### config.mk
export PLATFORM = sky130hd
export DESIGN_NAME = ecmc_main_control
export DESIGN_NICKNAME = d
export VERILOG_FILES = /design/src/ecmc_pkg.sv /design/src/ecmc_wr_if.sv /design/src/ecmc_main_control.sv /design/src/ecmc_wr_fanout.sv /design/src/ecmc_irq_gate.sv
export VERILOG_INCLUDE_DIRS = /design/src
export SDC_FILE = /design/constraint.sdc
export NUM_CORES = 1
export LEC_CHECK = 0
export BUFFER_PORTS_ARGS = -buffer_cell sky130_fd_sc_hd__buf_2
export CAP_MARGIN = 5
export CELL_PAD_IN_SITES_DETAIL_PLACEMENT = 1
export CELL_PAD_IN_SITES_GLOBAL_PLACEMENT = 2
export CORE_MARGIN = 4
export CORE_UTILIZATION = 27
export CTS_BUF_LIST = sky130_fd_sc_hd__clkbuf_8
export DETAILED_ROUTE_END_ITERATION = 6
export PLACE_DENSITY = 0.83
export SYNTH_ARGS = -nofsm -noshare
export SYNTH_HDL_FRONTEND = slang
export SYNTH_SLANG_ARGS = --single-unit
### constraint.sdc
create_clock -name clk -period 2.54 [get_ports clk]
set_clock_uncertainty 0.05 [all_clocks]
set_input_delay 0.381 -clock clk [delete_from_list [all_inputs] [get_ports clk]]
set_output_delay 0.381 -clock clk [all_outputs]
set_load 0.02 [all_outputs]
### src/ecmc_regs.svh
// Purpose: Offsets, field positions, reset values for the echo group control
// Assumes: 12-bit byte address, 8-bit data
// Notes: Definitions only
`ifndef ECMC_REGS_SVH
`define ECMC_REGS_SVH

// ***************************************************
// Register map
// ***************************************************
// Group 0 main control register byte address
`define ECMC_MAIN_CTRL_ADDR 12'h400
// Main control value after reset
`define ECMC_MAIN_CTRL_RESET 8'h00
// Span of one group's canceller registers
`define ECMC_GRP_SPAN 12'h040
// First address above all canceller registers (two groups)
`define ECMC_EC_TOP 12'h080

// ***************************************************
// Main control field positions
// ***************************************************
`define ECMC_BIT_PWR 0
`define ECMC_BIT_LAW 1
`define ECMC_BIT_FMT 2
`define ECMC_BIT_TA_MASK 3
`define ECMC_BIT_TB_MASK 4
`define ECMC_BIT_MASK_ALL 5
`define ECMC_BIT_ODE 6
`define ECMC_BIT_BCAST 7

`endif

### src/ecmc_pkg.sv
// Purpose: Types shared by the echo group control modules
// Assumes: Constants live in ecmc_regs.svh
// Notes: State records of the top module and the write fan-out
package ecmc_pkg;

  // One register byte
  typedef logic [7:0] ecmc_byte_t;

  // State of the top module
  typedef struct packed {
    logic [7:0] ctrl;
    logic ack;
    logic [7:0] rdata;
    logic pin_s1;
    logic pin_s2;
    logic oe;
    logic rout;
    logic sout;
  } ecmc_top_st_t;

  // State of the write fan-out
  typedef struct packed {
    logic [1:0] grp_we;
    logic [5:0] addr;
    logic [7:0] data;
  } ecmc_fan_st_t;

endpackage

### src/ecmc_wr_if.sv
// Purpose: Carries canceller register writes to the fan-out
// Assumes: Same clock on both sides
// Notes: valid is a one-cycle strobe
`timescale 1ns/1ps
`default_nettype none
interface ecmc_wr_if;
  logic valid; // Write strobe
  logic [11:0] addr; // Byte address
  logic [7:0] data; // Write data
  logic bcast; // Mirror group 0 writes
  modport src (output valid, output addr, output data, output bcast);
  modport dst (input valid, input addr, input data, input bcast);
endinterface
`default_nettype wire

### src/ecmc_main_control.sv
// Purpose: Group 0 main control register of the echo canceller block
// Assumes: Classic Wishbone, 8-bit port, byte addresses, one clock
// Notes: Rules below; the logic of this file and its submodules keeps them
// Functional notes
// - Outputs enabled when bit AND pin high
// - Either low puts outputs high impedance
// - Output enable exists only in group 0
// - Mask bit suppresses all tone interrupts
// - Mask clear lets tone interrupts through
// - Global mask exists only in group 0
//
// The Wishbone interface to the registers was chosen for this implementation.
`timescale 1ns/1ps
`default_nettype none
`include "ecmc_regs.svh"
module ecmc_main_control
#(
  parameter int NDET = 4
)
(
  input wire logic clk,
  input wire logic resetn,
  // Wishbone slave
  input wire logic wb_cyc_i,
  input wire logic wb_stb_i,
  input wire logic wb_we_i,
  input wire logic [11:0] wb_adr_i,
  input wire logic wb_sel_i,
  input wire logic [7:0] wb_dat_i,
  output logic [7:0] wb_dat_o,
  output logic wb_ack_o,
  // Canceller register writes
  output logic [1:0] ec_grp_we,
  output logic [5:0] ec_addr,
  output logic [7:0] ec_data,
  // Stored control fields for the cancellers
  output logic group_power_on,
  output logic law_sel,
  output logic format_sel,
  output logic tone_a_irq_mask,
  output logic tone_b_irq_mask,
  // Output enable pin and PCM outputs
  input wire logic output_drive_enable_pin,
  input wire logic rout_d,
  input wire logic sout_d,
  output logic rout_o,
  output logic rout_oe,
  output logic sout_o,
  output logic sout_oe,
  // Tone detector interrupts
  input wire logic [NDET-1:0] tone_irq,
  output logic tone_irq_n
);
  ecmc_pkg::ecmc_top_st_t st_q; // Registered state
  ecmc_pkg::ecmc_top_st_t st_d; // Next state
  logic req; // New bus request this cycle
  logic hit; // Request targets the control register
  logic wr_hit; // Write to the control register
  logic rd_hit; // Read of the control register
  logic output_drive_enable; // Control bit
  logic tone_irq_mask_all; // Control bit
  ecmc_wr_if wr (); // Canceller write path

  // ***************************************************
  // Bus decode
  // ***************************************************
  // Ack is high for one cycle, so a held request is taken once
  assign req = wb_cyc_i && wb_stb_i && !st_q.ack;
  // Full byte address compare; the group 1 register at 401h is not here
  assign hit = wb_adr_i == `ECMC_MAIN_CTRL_ADDR;
  assign wr_hit = req && wb_we_i && wb_sel_i && hit;
  // Select gates writes only; a read always returns the whole byte
  assign rd_hit = req && !wb_we_i && hit;
  assign output_drive_enable = st_q.ctrl[`ECMC_BIT_ODE];
  assign tone_irq_mask_all = st_q.ctrl[`ECMC_BIT_MASK_ALL];

  // ***************************************************
  // Next state
  // ***************************************************
  // Register, read data, pin sampling and output drive
  always_comb
  begin
    st_d = st_q;
    // Every request, mapped or not, gets an ack
    st_d.ack = req;
    if (req)
    begin
      // Unmapped or write cycles read as zero
      st_d.rdata = 8'h00;
    end
    if (rd_hit)
    begin
      st_d.rdata = st_q.ctrl;
    end
    if (wr_hit)
    begin
      // All eight bits stored, even those used elsewhere
      st_d.ctrl = wb_dat_i;
    end
    // Pin comes from outside: two flops before use
    st_d.pin_s1 = output_drive_enable_pin;
    st_d.pin_s2 = st_q.pin_s1;
    // Enable only when both bit and pin are high
    // A registered enable costs a cycle but keeps the pad enable glitch free
    st_d.oe = output_drive_enable && st_q.pin_s2;
    st_d.rout = rout_d;
    st_d.sout = sout_d;
  end

  // ***************************************************
  // State register
  // ***************************************************
  // Synchronous reset to constants only
  always_ff @(posedge clk)
  begin
    if (!resetn)
    begin
      // Fields not named below take zero, their power-up level
      st_q <= '0;
      st_q.ctrl <= `ECMC_MAIN_CTRL_RESET;
    end
    else
    begin
      st_q <= st_d;
    end
  end

  // ***************************************************
  // Outputs
  // ***************************************************
  // Ack and read data come straight from flip-flops
  assign wb_ack_o = st_q.ack;
  assign wb_dat_o = st_q.rdata;
  // Stored fields go straight out; their users sit outside this block
  assign group_power_on = st_q.ctrl[`ECMC_BIT_PWR];
  assign law_sel = st_q.ctrl[`ECMC_BIT_LAW];
  assign format_sel = st_q.ctrl[`ECMC_BIT_FMT];
  assign tone_a_irq_mask = st_q.ctrl[`ECMC_BIT_TA_MASK];
  assign tone_b_irq_mask = st_q.ctrl[`ECMC_BIT_TB_MASK];
  // Data keeps toggling; the enable decides if it reaches the pad
  assign rout_o = st_q.rout;
  assign sout_o = st_q.sout;
  // One enable for both outputs; other groups have no such bit
  assign rout_oe = st_q.oe;
  assign sout_oe = st_q.oe;

  // ***************************************************
  // Canceller write path
  // ***************************************************
  // Bus writes below the canceller top go to the fan-out
  assign wr.valid = req && wb_we_i && wb_sel_i;
  assign wr.addr = wb_adr_i;
  assign wr.data = wb_dat_i;
  assign wr.bcast = st_q.ctrl[`ECMC_BIT_BCAST];

  // Group steering; its one cycle lines ec_grp_we up with wb_ack_o
  ecmc_wr_fanout u_fanout
  (
    .clk(clk),
    .resetn(resetn),
    .req(wr),
    .ec_grp_we(ec_grp_we),
    .ec_addr(ec_addr),
    .ec_data(ec_data)
  );

  // ***************************************************
  // Interrupt masking
  // ***************************************************
  // Mask lives only here, not in group 1
  // Per-detector masks are only exported; this line obeys the global mask
  ecmc_irq_gate #(.NDET(NDET)) u_irq
  (
    .clk(clk),
    .resetn(resetn),
    .tone_irq(tone_irq),
    .mask_all(tone_irq_mask_all),
    .tone_irq_n(tone_irq_n)
  );
endmodule
`default_nettype wire

### src/ecmc_wr_fanout.sv
// Purpose: Steers canceller writes to one group or to all groups
// Assumes: Groups are ECMC_GRP_SPAN apart from address 0
// Notes: One cycle of latency, outputs from flip-flops
`timescale 1ns/1ps
`default_nettype none
`include "ecmc_regs.svh"
module ecmc_wr_fanout
(
  input wire logic clk,
  input wire logic resetn,
  ecmc_wr_if.dst req,
  output logic [1:0] ec_grp_we,
  output logic [5:0] ec_addr,
  output logic [7:0] ec_data
);
  ecmc_pkg::ecmc_fan_st_t st_q; // Registered state
  ecmc_pkg::ecmc_fan_st_t st_d; // Next state
  logic in_range; // Address hits canceller space
  logic grp1; // Address lies in group 1

  // ***************************************************
  // Group decode
  // ***************************************************
  // Group 0 local writes mirror when broadcast is set
  always_comb
  begin
    in_range = req.addr < `ECMC_EC_TOP;
    grp1 = req.addr >= `ECMC_GRP_SPAN;
    st_d = st_q;
    st_d.grp_we = 2'h0;
    if (req.valid && in_range)
    begin
      // Local offset is the same in every group
      st_d.addr = req.addr[5:0];
      st_d.data = req.data;
      if (grp1)
      begin
        st_d.grp_we = 2'h2; // Group 1 writes never mirror
      end
      else if (req.bcast)
      begin
        st_d.grp_we = 2'h3;
      end
      else
      begin
        st_d.grp_we = 2'h1;
      end
    end
  end

  // Register the state
  always_ff @(posedge clk)
  begin
    if (!resetn)
    begin
      st_q <= '0;
    end
    else
    begin
      st_q <= st_d;
    end
  end

  assign ec_grp_we = st_q.grp_we;
  assign ec_addr = st_q.addr;
  assign ec_data = st_q.data;
endmodule
`default_nettype wire

### src/ecmc_irq_gate.sv
// Purpose: Gates tone detector interrupts with the global mask
// Assumes: Detector requests come from logic on clk, active high
// Notes: Output active low, one cycle of latency
`timescale 1ns/1ps
`default_nettype none
module ecmc_irq_gate
#(
  parameter int NDET = 4
)
(
  input wire logic clk,
  input wire logic resetn,
  input wire logic [NDET-1:0] tone_irq,
  input wire logic mask_all,
  output logic tone_irq_n
);
  logic st_q; // Registered interrupt, active high
  logic st_d; // Next value

  // ***************************************************
  // Masking
  // ***************************************************
  // Detectors keep running; only the request is held back
  always_comb
  begin
    st_d = (|tone_irq) && !mask_all;
  end

  // Register the request
  always_ff @(posedge clk)
  begin
    if (!resetn)
    begin
      st_q <= 1'b0;
    end
    else
    begin
      st_q <= st_d;
    end
  end

  assign tone_irq_n = !st_q;
endmodule
`default_nettype wire

=== After elaboration in Yosys (flattened, before gate mapping) ===
Index checks and enable logic that the tools add are counted.

* Flip-flop bits (word level): 39
* Latch bits: 0
* Bits in writable memories: 0
* Memory bits (read-only): 0
* Input bits: 33
* Output and inout port bits: 35
* Logic and storage cells: 40
* Memories: 0

* $add $sub $neg: 0
* Multipliers: 0
* Div/mod/pow operators: 0
* Magnitude comparators: 2
* Equality and inequality tests: 1
* Shift-type cells: 0
* Muxes and demuxes: 4
* Bitwise logic cells: 2
* Reduce and logical (&&, ||, !) cells: 18

{| class="wikitable"
|+ Operators by type and width
! cell !! number
|-
| $mux 8 || 2
|-
| $eq 12x11->1 const B || 1
|-
| $ge 12x7->1 const B || 1
|-
| $lt 12x8->1 const B || 1
|-
| $logic_and 1x1->1 || 10
|-
| $logic_not 1->1 || 4
|-
| $mux 2 || 2
|-
| $reduce_or 4->1 || 1
|-
| $reduce_or 3->1 || 1
|-
| $not 1->1 || 2
|-
| $reduce_and 2->1 || 1
|-
| $reduce_bool 2->1 || 1
|}

=== Logic depth before layout (Yosys ltp) ===
* Depth in word-level cells: 7
* Depth in mapped cells: 5

=== Cells and area by module ===
Synthesis repeated with hierarchy kept, for this count alone.

* Cell total of the unflattened synthesis: 162
* Area total of the unflattened synthesis: 1559.0 sq um

{| class="wikitable"
|+ By module, submodules not included
! module !! times used !! cells an instance !! area an instance (sq um) !! sequential area each (sq um)
|-
| ecmc_main_control || 1 || 92 || 880.8 || 440.4
|-
| ecmc_wr_fanout || 1 || 66 || 640.6 || 320.3
|-
| ecmc_irq_gate || 1 || 4 || 37.5 || 20.0
|}

=== Least setup slack after synthesis ===
Ideal clock, no wire load.

* Path type: input to register
* Start: input wb_adr_i[7]
* End: register u_fanout.st_q, in the netlist u_fanout.ec_addr[5]
* Data arrival time: 1.828 ns
* Required time: 2.362 ns
* Path slack: 0.534 ns
* Stages on the path: 5
* Cells stage by stage: or4_4 -> nor4_4 -> buf_6 -> mux2i_1 -> nor2_1

* Longest elaborated chain between the ends: 2

{| class="wikitable"
|+ Ends and longest elaborated chain
! what !! line !! RTL
|-
| start: declaration || ecmc_main_control.sv:27 || <nowiki>input wire logic [11:0] wb_adr_i,</nowiki>
|-
| $lt 12x8->1 (no line) || -- ||
|-
| $logic_and 1x1->1 || ecmc_wr_fanout.sv:31 || <nowiki>if (req.valid && in_range)</nowiki>
|-
| end signal: assignment || ecmc_wr_fanout.sv:60 || <nowiki>st_q <= st_d;</nowiki>
|-
| end: declaration || ecmc_wr_fanout.sv:16 || <nowiki>ecmc_pkg::ecmc_fan_st_t st_q;</nowiki>
|}

Every way passes these cells.
A chain may end at the register's enable or synchronous reset.

=== Worst setup path in the final report ===
* Start: register st_q, in the netlist wb_ack_o
* End: register st_q, in the netlist wb_dat_o[7]

* Longest elaborated chain between the ends: 5

{| class="wikitable"
|+ Ends and longest elaborated chain
! what !! line !! RTL
|-
| start: declaration || ecmc_main_control.sv:54 || <nowiki>ecmc_pkg::ecmc_top_st_t st_q;</nowiki>
|-
| start signal: assignment || ecmc_main_control.sv:124 || <nowiki>st_q <= st_d;</nowiki>
|-
| $logic_not 1->1 * || ecmc_main_control.sv:68 || <nowiki>assign req = wb_cyc_i && wb_stb_i && !st_q.ack;</nowiki>
|-
| $logic_and 1x1->1 * || ecmc_main_control.sv:68 ||
|-
| $logic_and 1x1->1 (2 in a row) || ecmc_main_control.sv:73 || <nowiki>assign rd_hit = req && !wb_we_i && hit;</nowiki>
|-
| $mux 8 / $reduce_bool 2->1 (equally long branches) || -- ||
|}

Every way passes the cells marked *; elsewhere a longest branch is shown, timed or not.

==> flow_summary.yaml <==
placed_design:
  pre_cts_ws_ns: 0.452
  io_buffer_count: 67
  hpwl_mm: 2.94
  gp_congestion: 0.680
pwr:
  comb_power_share_pct: 6.1
  p_int_w: 0.000831
  p_seq_share_pct: 57.4
  p_clk_share_pct: 36.5
  powerDensity_nw_per_um2: 572
  swShare_pct: 22.7
  ir_drop_v: 0.000232
  p_sw_w: 0.000244
  leakage_nw: 0.853
  power_w: 0.00107
critical_path:
  startpoint_type: "flop"
  crit_chain: "nand3b_1 > or4_2 > o21ai_0"
  slowest_stage: "or4_2"
  path_max_fanout: 8
  required_ns: 2.70
  crit_path_max_incr_delay_ns: 0.83
  critPathKind: "reg2reg"
  cp-end-kind: "flop"
  arrival_ns: 1.95
detailed_routing:
  viasPerCell: 4.27
  wire_per_inst_um: 13.3
  antenna_left: 0
  vias: 1191
  drc: 0
  drt-initial-drc-count: 49
  routed_wl_mm: 3.70
  dr.pass1.iters: 2
timing:
  drv_slew: 0
  setup_viol: 0
  worst_slew_pin_slew_ns: 0.550
  tns_ns: 0
  rsz0062_at_grt: "no"
  timing.fmax_ghz: 0.557
  hold_viol: 0
  period_share_pct: 70.6
  finalCriticalPeriod_ns: 1.79
  slew_headroom_pct: 63.3
  setup_ws_ns: 0.746
job:
  cap_violations: 0
floorplanning:
  die-area_um2: 6610
  io_pins: 68
  die_x_um: 81.3
  num_rows: 26
  start_util_pct: 28.0
  core_um2: 5170
  fp.dieH_um: 81.3
clocking:
  cts-root-buf: "clkbuf_8"
  cts_buffers: 5
  cts_hold_buf: 0
  clk_pin_slew_ns: 0.07
  post_cts_resized: 0
  clock_latency_ns: 0.28
  clock_path_buffers: 2
  cts_sinks: 39
  cts_tree: "done"
  post_cts_buffers: 0
  htree_levels: 2
finish:
  drive_gt1_share_pct: 39.2
  final_cell_mix: "buf_2, dfxtp_1, nand2_1, mux2i_1, nor2_1"
  area_delta_synth_final_pct: 29.7
  num_antenna_cells: 0
  num-nets-final: 241
  final_common_cell: "buf_2"
global_route:
  overflow: 0
  grt_pass1_wl_mm: 6.07
  grt_max_degree: 25
  antenna_found_initial: 0
  grt_pass1_vias: 1290
  grt_use_total_pct: 12.1
worst_hold_path:
  min_path_type: "in2reg"
logic_synthesis:
  ys_ff_latch: 39
  yosysWarnings: 0
  syn_nets: 179
  synth_area_um2: 1450
  yosysSeqAreaShare_pct: 53.8
  syn-instance-count: 146
  synth_cell_type_count: 19
  postSynthAreaPerCell_um2: 9.93
run_status:
  status: "complete, no violations"
cell families after synthesis:
kind of cell / count (synthesis) / synth area share [%]
muxes: 22 / 15.2
AOI/OAI and AO/OA: 8 / 2.76
and+or+nand+nor: 60 / 20.9
buffers and inverters: 17 / 7.33
DFF: 39 / 53.8
worst paths after layout:
check / from / endpoint / slack [ns] / cells after the start
min reg2reg: st_q[19] / u_irq.st_q / 0.37 / 1
max: wb_ack_o / wb_dat_o[7] / 0.75 / 3
max reg2reg: wb_ack_o / wb_dat_o[7] / 0.75 / 3
min: wb_adr_i[6] / u_fanout.ec_grp_we[0] / 0.25 / 2
registers in the layout, indices dropped and copies added (netlist names):
name / count
wb_dat_o: 8
output_drive_enable: 1
tone_b_irq_mask: 1
tone_a_irq_mask: 1
law_sel: 1
u_fanout.ec_addr: 6
u_fanout.ec_grp_we: 2
rout_o: 1
st_d: 1
group_power_on: 1
wb_ack_o: 1
format_sel: 1
st_q: 3
sout_o: 1
u_irq.st_q: 1
rout_oe: 1
u_fanout.ec_data: 8
stage by stage:
stage	cells	hold WS, ns	cell area [um2]	utilization [%]
finish	279	0.255	1880	36.4
global route	279	0.250	1880	36.4
CTS	279	0.246	1880	36.4
detailed placement	271	0.366	1800	34.7
global placement	271	0.366	1800	34.7
floorplan	146	0.351	1450	-
routing by layer:
metal / part of all wire [%] / GRT usage, % / routed length, um
met5: 0 / 0 / 0
met3: 4.2 / 2.99 / 155
met1: 42 / 14.0 / 1560
met4: 1.7 / 5.07 / 63
met2: 52 / 21.3 / 1930
critical path: cells and delay by family, from the launching register on:
| kind | cells | cell delay [ns] |
|---|---|---|
| compound gates | 1 | 0.20 |
| flops | 1 | 0.31 |
| simple gates | 2 | 1.15 |
Yosys cell counts:
| cell | instances | area, um2 |
|---|---|---|
| buf_2 | 1 | 5.00 |
| or4_2 | 1 | 8.76 |
| nor4b_1 | 1 | 8.76 |
| and2_1 | 5 | 31.3 |
| o21ai_0 | 8 | 40.0 |
| nor2_1 | 18 | 67.6 |
| nor3_1 | 1 | 5.00 |
| nand2_1 | 27 | 101 |
| or4_4 | 1 | 11.3 |
| clkbuf_1 | 4 | 15.0 |
| nor4_1 | 2 | 12.5 |
| buf_4 | 9 | 67.6 |
| inv_1 | 2 | 7.51 |
| nand3b_1 | 1 | 7.51 |
| dfxtp_1 | 39 | 781 |
| and3_1 | 1 | 6.26 |
| nor4_4 | 2 | 42.5 |
| buf_6 | 1 | 11.3 |
| mux2i_1 | 22 | 220 |
area by class of cell:
class / instances / area (um2)
well taps: 70 / 87.6
fillers: 633 / 3290
clock buffers: 5 / 68.8
flip-flops and latches: 39 / 781
repair buffers: 70 / 358
inverters: 2 / 7.51
multi-input cells: 90 / 563
clock inverters: 3 / 15.0
power groups by stage:
stage,Combinational [W],Clock [W],Sequential (W)
after floorplan,0.0000240,0,0.000635
after global placement,0.0000654,0,0.000631
after detailed placement,0.0000674,0,0.000632
after CTS,0.0000676,0.000411,0.000617
after global routing,0.0000737,0.000444,0.000618
final,0.0000654,0.000392,0.000617
(Power assumes the default switching activity.)
